$ cat config.mk
export PLATFORM = sky130hd
export DESIGN_NAME = erx_core
export DESIGN_NICKNAME = d
export VERILOG_FILES = /design/src/inc/erx_pkg.sv /design/src/design/erx_dummy_lut.sv /design/src/design/erx_core.sv
export SDC_FILE = /design/constraint.sdc
export NUM_CORES = 1
export LEC_CHECK = 0
export ABC_AREA = 1
export BUFFER_PORTS_ARGS = -buffer_cell sky130_fd_sc_hd__buf_2
export CAP_MARGIN = 20
export CORE_ASPECT_RATIO = 1.4
export CORE_UTILIZATION = 59
export CTS_CLUSTER_SIZE = 30
export DETAILED_ROUTE_END_ITERATION = 6
export PLACE_DENSITY = 0.81
export SLEW_MARGIN = 10
export SYNTH_ARGS = -nofsm -noshare
export SYNTH_HDL_FRONTEND = slang
export SYNTH_SLANG_ARGS = --single-unit
$ cat constraint.sdc
create_clock -name core_clk -period 2.5 [get_ports core_clk]
set_input_delay 0 -clock core_clk [delete_from_list [all_inputs] [get_ports core_clk]]
set_output_delay 0 -clock core_clk [all_outputs]
set_load 0.05 [all_outputs]
$ cat src/inc/erx_pkg.sv
/*
 * Constants, opcodes and operation kinds for the extended read register
 * block: register layout, reset value, link opcodes, default dummy counts.
 * Assumes a single-line serial link run by an external host controller
 * and an operation engine that reports finished program and erase jobs.
 */
// Functional notes
// - fast read and 4-byte form: 8 dummies single-line, 6 four-line.
// - dual and quad output reads: 8 dummies, single-line mode only.
// - dual-I/O reads single and double rate: 4 dummies, single-line only.
// - quad-I/O reads 6 dummies both modes; double-rate single read 8/6.
// - 8-bit register: drive 7:5, pattern 4, erase 3, program 2, protect 1.
// - 85h writes non-volatile copy, 83h volatile; only bits 7:4 writable.
// - drive codes 1,2,3,5,6,7 give 12.5/25/37.5/75/100/50 percent.
// - protection flag set on program or erase into protected region.
// - program flag on program failure, protection block or NV write fail.
// - erase flag on erase failure, protection block or NV update fail.
// - page, protect-bit, password program fail set program; protect sets both.
// - info-row program fail sets program; locked region sets both flags.
// - protection-register program sets both if mode chosen or bits 00.
// - wrong unlock password sets program and protection flags.
// - NV update erase-part fail sets erase, program-part fail sets program.
// - locked status write sets protection and erase; unlocked, erase only on erase-part fail.
// - erases set erase on fail; protected or locked target sets both.
// - whole-array erase flags only block-protect hits, not sector bits.
// - OTP bits only go to 1; writing 0 is ignored, no flag.
// - read-only and frozen bits ignore written data, no flag.
// - error flags stay 1 until clear command or hardware/software reset.
// - commands keep executing normally while error flags are set.
package erx_pkg;

  // ******************************************************************
  // register layout
  // ******************************************************************
  localparam int unsigned EXT_REG_WIDTH = 8;
  localparam int unsigned DRIVE_MSB = 7;
  localparam int unsigned DRIVE_LSB = 5;
  localparam int unsigned LEARN_BIT = 4;
  localparam int unsigned ERASE_ERR_BIT = 3;
  localparam int unsigned PROG_ERR_BIT = 2;
  localparam int unsigned PROT_ERR_BIT = 1;
  localparam logic [7:0] EXT_REG_RESET = 8'hE0;
  localparam logic [7:0] EXT_WRITE_MASK = 8'hF0;

  // ******************************************************************
  // link opcodes
  // ******************************************************************
  localparam logic [7:0] OP_WRITE_EXT_NV = 8'h85;
  localparam logic [7:0] OP_WRITE_EXT_V = 8'h83;
  localparam logic [7:0] OP_READ_EXT = 8'h81;
  localparam logic [7:0] OP_CLEAR_EXT = 8'h82;
  localparam logic [7:0] OP_READ_UID = 8'h4B;
  localparam logic [7:0] OP_INFO_READ = 8'h68;
  localparam logic [7:0] OP_FAST = 8'h0B;
  localparam logic [7:0] OP_FAST4 = 8'h0C;
  localparam logic [7:0] OP_DUAL_OUT = 8'h3B;
  localparam logic [7:0] OP_DUAL_OUT4 = 8'h3C;
  localparam logic [7:0] OP_QUAD_OUT = 8'h6B;
  localparam logic [7:0] OP_QUAD_OUT4 = 8'h6C;
  localparam logic [7:0] OP_DUAL_IO = 8'hBB;
  localparam logic [7:0] OP_DUAL_IO4 = 8'hBC;
  localparam logic [7:0] OP_QUAD_IO = 8'hEB;
  localparam logic [7:0] OP_QUAD_IO4 = 8'hEC;
  localparam logic [7:0] OP_SINGLE_DDR = 8'h0D;
  localparam logic [7:0] OP_SINGLE_DDR4 = 8'h0E;
  localparam logic [7:0] OP_DUAL_DDR = 8'hBD;
  localparam logic [7:0] OP_DUAL_DDR4 = 8'hBE;
  localparam logic [7:0] OP_QUAD_DDR = 8'hED;
  localparam logic [7:0] OP_QUAD_DDR4 = 8'hEE;

  // ******************************************************************
  // frame lengths and default dummy counts
  // ******************************************************************
  localparam logic [4:0] OPCODE_BITS = 5'h08;
  localparam logic [4:0] WRITE_FRAME_BITS = 5'h10;
  localparam logic [3:0] DUMMY_EIGHT = 4'h8;
  localparam logic [3:0] DUMMY_SIX = 4'h6;
  localparam logic [3:0] DUMMY_FOUR = 4'h4;

  // ******************************************************************
  // finished operations reported by the operation engine
  // ******************************************************************
  typedef enum logic [3:0] {
    KIND_PAGE_PROGRAM,
    KIND_PROTECT_BIT_PROGRAM,
    KIND_PASSWORD_PROGRAM,
    KIND_INFO_ROW_PROGRAM,
    KIND_PROT_REG_PROGRAM,
    KIND_PASSWORD_UNLOCK,
    KIND_NV_REG_UPDATE,
    KIND_STATUS_REG_WRITE,
    KIND_FUNCTION_REG_WRITE,
    KIND_SECTOR_ERASE,
    KIND_WHOLE_ARRAY_ERASE,
    KIND_INFO_ROW_ERASE,
    KIND_OTP_WRITE
  } erx_op_kind_type;

endpackage : erx_pkg

$ cat src/design/erx_dummy_lut.sv
/*
 * Default dummy-cycle lookup for the fast-read opcodes.
 * Assumes opcode and mode are stable in the cycle they are sampled.
 */
`timescale 1ns/1ps
module erx_dummy_lut
  import erx_pkg::*;
(
  input wire logic [7:0] opcode,
  input wire logic four_line_mode,
  output logic [3:0] dummy_count,
  output logic supported
);

  // ****************************************************************
  // opcode to default dummies
  // ****************************************************************
  always_comb begin
    dummy_count = 4'h0;
    supported = 1'b0;
    case (opcode)
      OP_FAST, OP_FAST4, OP_READ_UID, OP_INFO_READ,
      OP_SINGLE_DDR, OP_SINGLE_DDR4: begin
        supported = 1'b1;
        dummy_count = four_line_mode ? DUMMY_SIX : DUMMY_EIGHT;
      end
      OP_DUAL_OUT, OP_DUAL_OUT4, OP_QUAD_OUT, OP_QUAD_OUT4: begin
        supported = ~four_line_mode;
        dummy_count = DUMMY_EIGHT;
      end
      OP_DUAL_IO, OP_DUAL_IO4, OP_DUAL_DDR, OP_DUAL_DDR4: begin
        supported = ~four_line_mode;
        dummy_count = DUMMY_FOUR;
      end
      OP_QUAD_IO, OP_QUAD_IO4, OP_QUAD_DDR, OP_QUAD_DDR4: begin
        supported = 1'b1;
        dummy_count = DUMMY_SIX;
      end
      default: begin
        supported = 1'b0;
        dummy_count = 4'h0;
      end
    endcase
  end

endmodule : erx_dummy_lut

$ cat src/design/erx_core.sv
/*
 * Extended read register with sticky error flags, reached over a
 * single-line serial link (mode 0), plus default dummy-count reporting
 * for each read opcode seen on the link.
 * Assumes the link pins and the write-protect pin are asynchronous to
 * core_clk and much slower than it; the operation engine runs on
 * core_clk and pulses op_done once per finished job.
 */
`timescale 1ns/1ps
module erx_core
  import erx_pkg::*;
(
  input wire logic core_clk,
  input wire logic reset_n,
  input wire logic sck,
  input wire logic cs_n,
  input wire logic si,
  output logic so_out,
  output logic so_oe,
  input wire logic write_protect_n,
  input wire logic four_line_mode,
  input wire logic soft_reset,
  input wire logic op_done,
  input wire erx_pkg::erx_op_kind_type op_kind,
  input wire logic op_fail,
  input wire logic op_erase_fail,
  input wire logic target_protected,
  input wire logic target_suspended,
  input wire logic info_row_locked,
  input wire logic prot_mode_chosen,
  input wire logic [1:0] prot_mode_bits,
  input wire logic password_mismatch,
  input wire logic status_write_disable_bit,
  input wire logic block_protect_hit,
  output logic [7:0] ext_reg_value,
  output logic [7:0] ext_reg_nv_value,
  output logic [2:0] drive_strength,
  output logic [3:0] drive_strength_eighths,
  output logic learning_pattern_enable,
  output logic [3:0] read_dummy_cycles,
  output logic read_cmd_supported
);
  import erx_pkg::*;

  // ****************************************************************
  // state
  // ****************************************************************
  typedef struct packed {
    logic sck_s1;
    logic sck_s2;
    logic sck_d;
    logic cs_s1;
    logic cs_s2;
    logic cs_d;
    logic si_s1;
    logic si_s2;
    logic wp_s1;
    logic wp_s2;
    logic [4:0] bit_cnt;
    logic [7:0] shift;
    logic [7:0] opcode;
    logic [7:0] tx;
    logic reading;
    logic so_out;
    logic so_oe;
    logic [7:0] nv_reg;
    logic [7:0] vol_reg;
    logic [3:0] eighths;
    logic [3:0] dummy;
    logic dummy_ok;
  } erx_state_type;

  localparam erx_state_type STATE_RESET = '{
    sck_s1: 1'b0, sck_s2: 1'b0, sck_d: 1'b0,
    cs_s1: 1'b1, cs_s2: 1'b1, cs_d: 1'b1,
    si_s1: 1'b0, si_s2: 1'b0, wp_s1: 1'b1, wp_s2: 1'b1,
    bit_cnt: 5'h00, shift: 8'h00, opcode: 8'h00, tx: 8'h00,
    reading: 1'b0, so_out: 1'b0, so_oe: 1'b0,
    nv_reg: EXT_REG_RESET, vol_reg: EXT_REG_RESET,
    eighths: 4'h4, dummy: 4'h0, dummy_ok: 1'b0
  };

  erx_state_type st_ff;
  erx_state_type nxt_st;
  logic [7:0] cur_byte;
  logic [3:0] lut_dummy;
  logic lut_ok;
  logic sck_rise;
  logic sck_fall;
  logic cs_rise;
  logic set_prot;
  logic set_prog;
  logic set_erase;
  logic clear_flags;
  logic status_locked;

  // ****************************************************************
  // link edges and the byte being shifted in
  // ****************************************************************
  assign sck_rise = st_ff.sck_s2 & ~st_ff.sck_d;
  assign sck_fall = ~st_ff.sck_s2 & st_ff.sck_d;
  assign cs_rise = st_ff.cs_s2 & ~st_ff.cs_d;
  assign cur_byte = {st_ff.shift[6:0], st_ff.si_s2};
  assign status_locked = status_write_disable_bit & ~st_ff.wp_s2;

  // dummy counts for the opcode just completed
  erx_dummy_lut u_dummy_lut (
    .opcode(cur_byte),
    .four_line_mode(four_line_mode),
    .dummy_count(lut_dummy),
    .supported(lut_ok)
  );

  // ****************************************************************
  // error events from finished operations
  // ****************************************************************
  always_comb begin
    set_prot = 1'b0;
    set_prog = 1'b0;
    set_erase = 1'b0;
    if (op_done) begin
      case (op_kind)
        KIND_PAGE_PROGRAM, KIND_PROTECT_BIT_PROGRAM,
        KIND_PASSWORD_PROGRAM: begin
          set_prog = op_fail | target_protected | target_suspended;
          set_prot = target_protected | target_suspended;
        end
        KIND_INFO_ROW_PROGRAM: begin
          set_prog = op_fail | info_row_locked;
          set_prot = info_row_locked;
        end
        KIND_PROT_REG_PROGRAM: begin
          set_prog = op_fail | prot_mode_chosen
                     | (prot_mode_bits == 2'h0);
          set_prot = prot_mode_chosen | (prot_mode_bits == 2'h0);
        end
        KIND_PASSWORD_UNLOCK: begin
          set_prog = password_mismatch;
          set_prot = password_mismatch;
        end
        KIND_NV_REG_UPDATE: begin
          set_erase = op_erase_fail;
          set_prog = op_fail;
        end
        KIND_STATUS_REG_WRITE: begin
          set_erase = op_erase_fail | status_locked;
          set_prog = op_fail;
          set_prot = status_locked;
        end
        KIND_FUNCTION_REG_WRITE: begin
          set_prog = op_fail;
        end
        // array erase and info-row erase answer to different locks
        KIND_SECTOR_ERASE: begin
          set_erase = op_fail | target_protected;
          set_prot = target_protected;
        end
        KIND_INFO_ROW_ERASE: begin
          set_erase = op_fail | info_row_locked;
          set_prot = info_row_locked;
        end
        KIND_WHOLE_ARRAY_ERASE: begin
          set_erase = op_fail | block_protect_hit;
          set_prot = block_protect_hit;
        end
        KIND_OTP_WRITE: begin
          set_prog = 1'b0;
        end
        default: begin
          set_prog = 1'b0;
        end
      endcase
    end
  end

  // ****************************************************************
  // next state: sync, link decode, register update, flags
  // ****************************************************************
  always_comb begin
    nxt_st = st_ff;
    clear_flags = soft_reset;
    nxt_st.sck_s1 = sck;
    nxt_st.sck_s2 = st_ff.sck_s1;
    nxt_st.sck_d = st_ff.sck_s2;
    nxt_st.cs_s1 = cs_n;
    nxt_st.cs_s2 = st_ff.cs_s1;
    nxt_st.cs_d = st_ff.cs_s2;
    nxt_st.si_s1 = si;
    nxt_st.si_s2 = st_ff.si_s1;
    nxt_st.wp_s1 = write_protect_n;
    nxt_st.wp_s2 = st_ff.wp_s1;
    // frame end: commit complete write or clear frames
    if (cs_rise) begin
      if (st_ff.bit_cnt == WRITE_FRAME_BITS) begin
        if (st_ff.opcode == OP_WRITE_EXT_V ||
            st_ff.opcode == OP_WRITE_EXT_NV) begin
          nxt_st.vol_reg = (st_ff.shift & EXT_WRITE_MASK)
                           | (st_ff.vol_reg & ~EXT_WRITE_MASK);
        end
        if (st_ff.opcode == OP_WRITE_EXT_NV) begin
          nxt_st.nv_reg = (st_ff.shift & EXT_WRITE_MASK)
                          | (st_ff.nv_reg & ~EXT_WRITE_MASK);
        end
      end
      if (st_ff.bit_cnt == OPCODE_BITS && st_ff.opcode == OP_CLEAR_EXT) begin
        clear_flags = 1'b1;
      end
    end
    if (st_ff.cs_s2) begin
      nxt_st.bit_cnt = 5'h00;
      nxt_st.reading = 1'b0;
      nxt_st.so_oe = 1'b0;
    end else if (sck_rise) begin
      nxt_st.shift = cur_byte;
      if (st_ff.bit_cnt != 5'h1F) begin
        nxt_st.bit_cnt = st_ff.bit_cnt + 5'h01;
      end
      if (st_ff.bit_cnt == OPCODE_BITS - 5'h01) begin
        nxt_st.opcode = cur_byte;
        nxt_st.dummy = lut_dummy;
        nxt_st.dummy_ok = lut_ok;
        if (cur_byte == OP_READ_EXT) begin
          nxt_st.reading = 1'b1;
          nxt_st.tx = st_ff.vol_reg;
        end
      end
    end else if (sck_fall && st_ff.reading) begin
      // register repeats msb first while the frame lasts
      nxt_st.so_oe = 1'b1;
      nxt_st.so_out = st_ff.tx[7];
      nxt_st.tx = {st_ff.tx[6:0], st_ff.tx[7]};
    end
    // software reset reloads the writable bits from the nv copy
    if (soft_reset) begin
      nxt_st.vol_reg[DRIVE_MSB:LEARN_BIT] = st_ff.nv_reg[DRIVE_MSB:LEARN_BIT];
    end
    // sticky flags: clear first, then new events win
    if (clear_flags) begin
      nxt_st.vol_reg[ERASE_ERR_BIT] = 1'b0;
      nxt_st.vol_reg[PROG_ERR_BIT] = 1'b0;
      nxt_st.vol_reg[PROT_ERR_BIT] = 1'b0;
    end
    nxt_st.vol_reg[ERASE_ERR_BIT] = nxt_st.vol_reg[ERASE_ERR_BIT]
                                     | set_erase;
    nxt_st.vol_reg[PROG_ERR_BIT] = nxt_st.vol_reg[PROG_ERR_BIT]
                                    | set_prog;
    nxt_st.vol_reg[PROT_ERR_BIT] = nxt_st.vol_reg[PROT_ERR_BIT]
                                    | set_prot;
    nxt_st.vol_reg[0] = 1'b0;
    // drive code to strength in eighths of full
    case (nxt_st.vol_reg[DRIVE_MSB:DRIVE_LSB])
      3'h1: nxt_st.eighths = 4'h1;
      3'h2: nxt_st.eighths = 4'h2;
      3'h3: nxt_st.eighths = 4'h3;
      3'h5: nxt_st.eighths = 4'h6;
      3'h6: nxt_st.eighths = 4'h8;
      3'h7: nxt_st.eighths = 4'h4;
      default: nxt_st.eighths = 4'h0;
    endcase
  end

  // ****************************************************************
  // state register; flags never stall the link decoder
  // ****************************************************************
  always_ff @(posedge core_clk or negedge reset_n) begin
    if (!reset_n) begin
      st_ff <= STATE_RESET;
    end else begin
      st_ff <= nxt_st;
    end
  end

  // ****************************************************************
  // outputs, all from flops
  // ****************************************************************
  assign so_out = st_ff.so_out;
  assign so_oe = st_ff.so_oe;
  assign ext_reg_value = st_ff.vol_reg;
  assign ext_reg_nv_value = st_ff.nv_reg;
  assign drive_strength = st_ff.vol_reg[DRIVE_MSB:DRIVE_LSB];
  assign drive_strength_eighths = st_ff.eighths;
  assign learning_pattern_enable = st_ff.vol_reg[LEARN_BIT];
  assign read_dummy_cycles = st_ff.dummy;
  assign read_cmd_supported = st_ff.dummy_ok;

endmodule : erx_core

After elaboration in Yosys (flattened, before gate mapping):

Cells that the tools add are included.

* register bits: 66
* latch bits: 0
* RAM bits: 0
* memory bits (read-only): 0
* bits of input ports: 24
* output and inout port bits: 31
* word-level logic and storage cells: 156
* memories kept: 0

* add/sub/neg operators: 1
* multipliers: 0
* div/mod/pow operators: 0
* magnitude comparators: 0
* equal/unequal tests: 46
* shift-type cells: 0
* muxes and demuxes: 29
* bitwise operators: 25
* reductions and logical operators: 32

Operators with widths (count)
* == test 8 bit (second input constant): 12
* 2-to-1 mux 8 bit: 5
* == test 8 x 4 -> 1 bit (second input constant): 4
* == test 8 x 7 -> 1 bit (second input constant): 4
* one-hot mux 4 bit (6 select lines): 1
* 2-to-1 mux 21 bit: 1
* nonzero test 2 bit: 9
* 2-to-1 mux 17 bit: 1
* == test 4 x 3 -> 1 bit (second input constant): 4
* == test 4 bit (second input constant): 4
* == test 8 x 6 -> 1 bit (second input constant): 2
* bitwise OR 8 x 4 -> 8 bit: 2
* one-hot mux 4 bit (4 select lines): 1
* AND reduction 3 bit: 5
* bitwise OR 1 bit: 12
* OR reduction 4 bit: 3
* 2-to-1 mux 1 bit: 10
* 2-to-1 mux 5 bit: 2
* one-hot mux 1 bit (5 select lines): 2
* OR reduction 10 bit: 1
* == test 3 bit (second input constant): 3
* 2-to-1 mux 9 bit: 1
* == test 4 x 2 -> 1 bit (second input constant): 2
* 2-to-1 mux 4 bit: 2
* other kinds (25): 40

Logic depth before layout (Yosys ltp):

* depth after elaboration: 8
* depth in mapped cells: 14
* depth with buffers taken out: 14

Cells and area by module:

Synthesis repeated with hierarchy kept, for this count alone.

* cell total of the unflattened synthesis: 418
* area, all modules: 3288.2 um2

Modules (own cells, without submodules)
* erx_core: instances 1, cells each 356, area an instance 3025.4 um2, sequential area each 1566.5 um2
* erx_dummy_lut: instances 1, cells each 62, area an instance 262.8 um2, sequential area each 0.0 um2

Worst setup path after synthesis:

Ideal clock, no wire load.

* path kind: reg2reg
* start point: register st_ff[52] (netlist bit)
* end point: register st_ff, in the netlist drive_strength_eighths[1]
* library setup time: 117 ps
* data arrival time: 1392 ps
* data required time: 2383 ps
* path slack: 990 ps
* stages on the path, launching flop included: 15
* buffers on the path: 1
* clock period less this slack: 1510 ps
* path through: dfrtp_1 -> inv_1 -> ha_1 -> nand2_1 -> inv_1 -> nand2_2 -> nor2_4 -> nand2_2 -> buf_6 -> nand3_1 -> nand3_1 -> nand2_2 -> nand2_1 -> clkinv_1 -> a21oi_2

RTL lines
* start, declared: RTL line erx_core.sv:83 `erx_state_type st_ff;`
* start signal, assigned: RTL line erx_core.sv:269 `st_ff <= nxt_st;`

Worst setup path after layout:

* start point: register st_ff, in the netlist nxt_st[64]
* end point: register st_ff[38] (netlist bit)

* cells in the longest elaborated chain, start to end: 2

RTL lines
* bitwise AND 1 bit: RTL line erx_core.sv:100 `assign sck_rise = st_ff.sck_s2 & ~st_ff.sck_d;`
* AND reduction 3 bit (no source line)

No other way between the ends.
A chain may end at the register's enable or synchronous reset.

==> results.txt <==
- The number of gates resized after CTS was 0.
* Mean post-synth cell area: 8.34 um2
* DIE AREA: 0.00569 mm2
- Routability-driven placement finished with a final weighted congestion of 0.826.
* Critical setup path kind: flop to flop
* Critical path required time: 2.69 ns
- Clock tree from TritonCTS: yes
* Final period util: 0.724
- Leading cell types by total area after synthesis: dfrtp_1 (39%), nand2_1 (10%), dfstp_2 (9.9%)
* Fin nets: 448
* Antenna diode count: 0
- The wire-length estimate of the detail-placed layout is 4.37 mm.
* Count of cells along the worst register-to-register path: 8
- Portion of synthesized cell area occupied by the leading cell type: 0.386
- After detailed routing, the number of vias per cell comes to 5.14.
* Area added between synthesis and finish: 10.7%
- The routed layout has 2528 vias.
- Die Wd: 64.0 um
* Critical path capture point type: flop
* Dominant cell type by area after synthesis: dfrtp_1
* Source of the critical timing path: nxt_st[64]$_DFF_PN0_
* Post-CTS setup buffer count: 0
* Number of max-slew violations in the final report: 0
- The number of different library cells used by synthesis comes to 37.
* Worst-path fanout max: 20
- Setup violations remaining at the end of the flow were counted as 0.
* Insertion delay of the later-clocked pin in the worst-skew pair: 0.34 ns
- Post-route clock skew: 0.00854 ns
- Registers take 0.00154 mm2.
- Leak Pwr: 0.00175 uW
* WL final: 5.98 mm
- Number of global-route vias before repair: 2409
- Final hold viol count: 0
* Sequential fraction of design power: 0.526
- Cell Count, Final, Fillers Out: 492
- After floorplanning, the core was divided into 31 placement rows.
* Power density normalized to cell area: 584 mW/mm2
- The library cell used most frequently in the layout, excluding fill and tap cells, is nand2_1.
* Number of buffers on the longest clock path: 2
- The initial utilization of the core area, before any placement, comes to 0.616.
* Post-route DRC: 0
- Overall power of the completed layout: 2050 uW
- Measured slew at the worst slew-check pin: 0.572 ns
* Global-route wire length before repair: 10.2 mm
* Cell count after synthesis: 381
- FF+latch count, synth: 61
- For the final routed database, the setup TNS stands at 0 ns.
- Synthesis Warnings: 0
* Synthesized cell area: 0.00318 mm2
- Counting instances, the worst hold path has a depth of 5.
- Routed wire per std cell: 12.1 um
- Final Critical Period: 1.81 ns
- The number of clock buffers added by TritonCTS is 9.
- Pin placement for this block handled 55 I/O pins.
- The startpoint identified for the worst register-to-register timing path is nxt_st[64]$_DFF_PN0_.
- Share of total power in the clock network: 0.343
- Measured against its own limit, the worst slew margin works out to 0.619.
- Of the synthesized area, sequential elements account for 0.485.
- Sink count of the clock tree: 61
- The count of buffers added on input and output ports is 48.
- The path class of the tightest hold or removal check is input pin to flop.
- Max-cap violations in this run came to 0.
- Core Area: 0.00516 mm2
- Relative contribution of combinational cells to total power: 0.131
- After global routing the overflow that remains totals 0.
* Longest individual stage delay on the worst path: 0.35 ns
* Die outline height: 88.8 um
- Number of fill cells: 441
* Sw power: 584 uW
- Share of total power consumed by net switching: 0.284
- FMAX: 0.552 GHz
* Antenna-violating nets left: 0
- Peak ir drop on the vdd network: 0.000383 V
- The H-tree was split into 3 levels.
* Area of the multi-input gates: 0.00120 mm2
* Number of DRC markers after the initial detailed-route iteration: 118
- Startpoint of the most critical hold path: password_mismatch
- The slowest stage of the critical path belongs to the cell dfrtp_1.
* Most used cell, CP: inv_1
- The internal portion of the total power is 1470 uW.
* Category of the worst setup path launch point: flop
- RSZ-0062 raised after global routing: no
* Antenna violations before repair: 0
- Number of placed instances with taps included: 468
- The critical path goes through inv_1 -> nor2_1 -> buf_4 -> nand2_2 -> nor2_4 -> inv_1 -> nand2_1 -> o21ai_0.
* Clk Tree Root Cell: clkbuf_8
- Status: completed
- The first detailed-routing pass ran for 4 iterations.
- At the worst endpoint, the arrival time is 2.01 ns.
- The library cells used most frequently in the layout, excluding fill and tap cells, are nand2_1 (88), inv_1 (49), dfrtp_1 (49), buf_2 (48), o21ai_0 (37).
* Largest net degree at the start of global routing: 36
* Fraction of layout instances using a drive strength above 1: 0.237
- All-Layer GR Usage: 0.239
- Clock slew seen by the registers of the worst setup and hold paths: 0.06 ns
## critical path, delay by kind of cell, from the launching register on
| kind | cells | cell delay [ns] |
|---|---|---|
| simple gates | 4 | 0.70 |
| compound gates | 1 | 0.09 |
| flops | 1 | 0.35 |
| buf+inv | 3 | 0.51 |
## power by group through the flow
stage	clock network (uW)	registers [uW]	logic (uW)
after detailed placement	0	1100	260
after floorplan	0	1080	200
final	704	1080	270
after global routing	760	1090	309
after global placement	0	1090	256
after CTS	719	1080	270
## metal layers
metal	global-route usage	vias up	share of wire
met1	0.281	1175	0.43
met4	0.149	0	0.031
met3	0.0387	17	0.041
li1	-	1265	-
met5	0	-	0
met2	0.408	71	0.50
## flip-flops by register name (all words and copies together), names as in the netlist
name,count
cur_byte,8
nxt_st,6
so_out,1
so_oe,1
read_cmd_supported,1
ext_reg_nv_value,4
st_ff,26
drive_strength_eighths,4
ext_reg_value,7
read_dummy_cycles,3
## worst paths after layout
check / slack [ns] / endpoint
max in group asynchronous: 1.42 / nxt_st[61]$_DFF_PN1_
hold reg to reg: 0.35 / cur_byte[0]$_DFF_PN0_
min in group asynchronous: 0.19 / drive_strength_eighths[1]$_DFF_PN0_
setup / recovery: 0.69 / st_ff[38]$_DFFE_PN0P_
setup reg to reg: 0.69 / st_ff[38]$_DFFE_PN0P_
hold / removal: 0.04 / ext_reg_value[2]$_DFF_PN0_
## final cells by class
type / instances / area share
clock buffers: 14 / 0.0406
repair buffers: 58 / 0.0954
inverters: 54 / 0.0577
flip-flops and latches: 61 / 0.438
well taps: 66 / 0.0235
clock inverters: 2 / 0.00285
multi-input cells: 237 / 0.342
## metrics by stage
stage | area [um2] | utilization | hold slack, ns | setup slack (ns)
2_1_floorplan | 3200 | - | -0.296 | 0.990
3_3_place_gp | 3280 | 0.636 | 0.0206 | 0.785
3_5_place_dp | 3280 | 0.636 | 0.0240 | 0.721
4_1_cts | 3520 | 0.682 | 0.0320 | 0.693
5_1_grt | 3520 | 0.682 | 0.0669 | 0.503
6_report | 3520 | 0.682 | 0.0410 | 0.690
## kinds of logic (layout without fill, tap and decap cells)
family / count (synthesis) / after routing / share of synthesized area
simple gates: 163 / 163 / 0.245
compound gates: 65 / 65 / 0.114
flops: 61 / 61 / 0.485
buf+inv: 88 / 128 / 0.143
fa+ha+maj: 3 / 3 / 0.0118
other cells: 1 / 6 / 0.00118
## what timing repair did
item	4_1_cts	5_1_grt
endpoints found under the hold margin	31	0
hold buffers	8	0
endpoints found under the setup margin	0	0
## synth_stat cells
cell,n
ha_1,3
buf_8,1
buf_6,1
o21ai_0,37
nand2_2,10
dfstp_2,12
nand2_1,88
dfrtp_1,49
a21boi_1,1
buf_4,27
nor2_4,2
clkinv_1,3
o21ai_1,7
nor2_2,2
o2111ai_1,1
nand2_4,1
buf_2,2
inv_2,2
a21oi_1,4
nand4_4,1
a21oi_2,1
nand3b_1,3
o22ai_1,9
nor3_1,5
nand4_1,6
nand3_2,4
nand3_1,11
o211ai_1,1
nor4_1,2
conb_1,1
o21bai_1,1
clkbuf_1,3
nor4_4,1
inv_1,49
o21ai_2,3
nor2_1,26
or2_2,1
No activity file was read; power rests on OpenSTA's default activity.
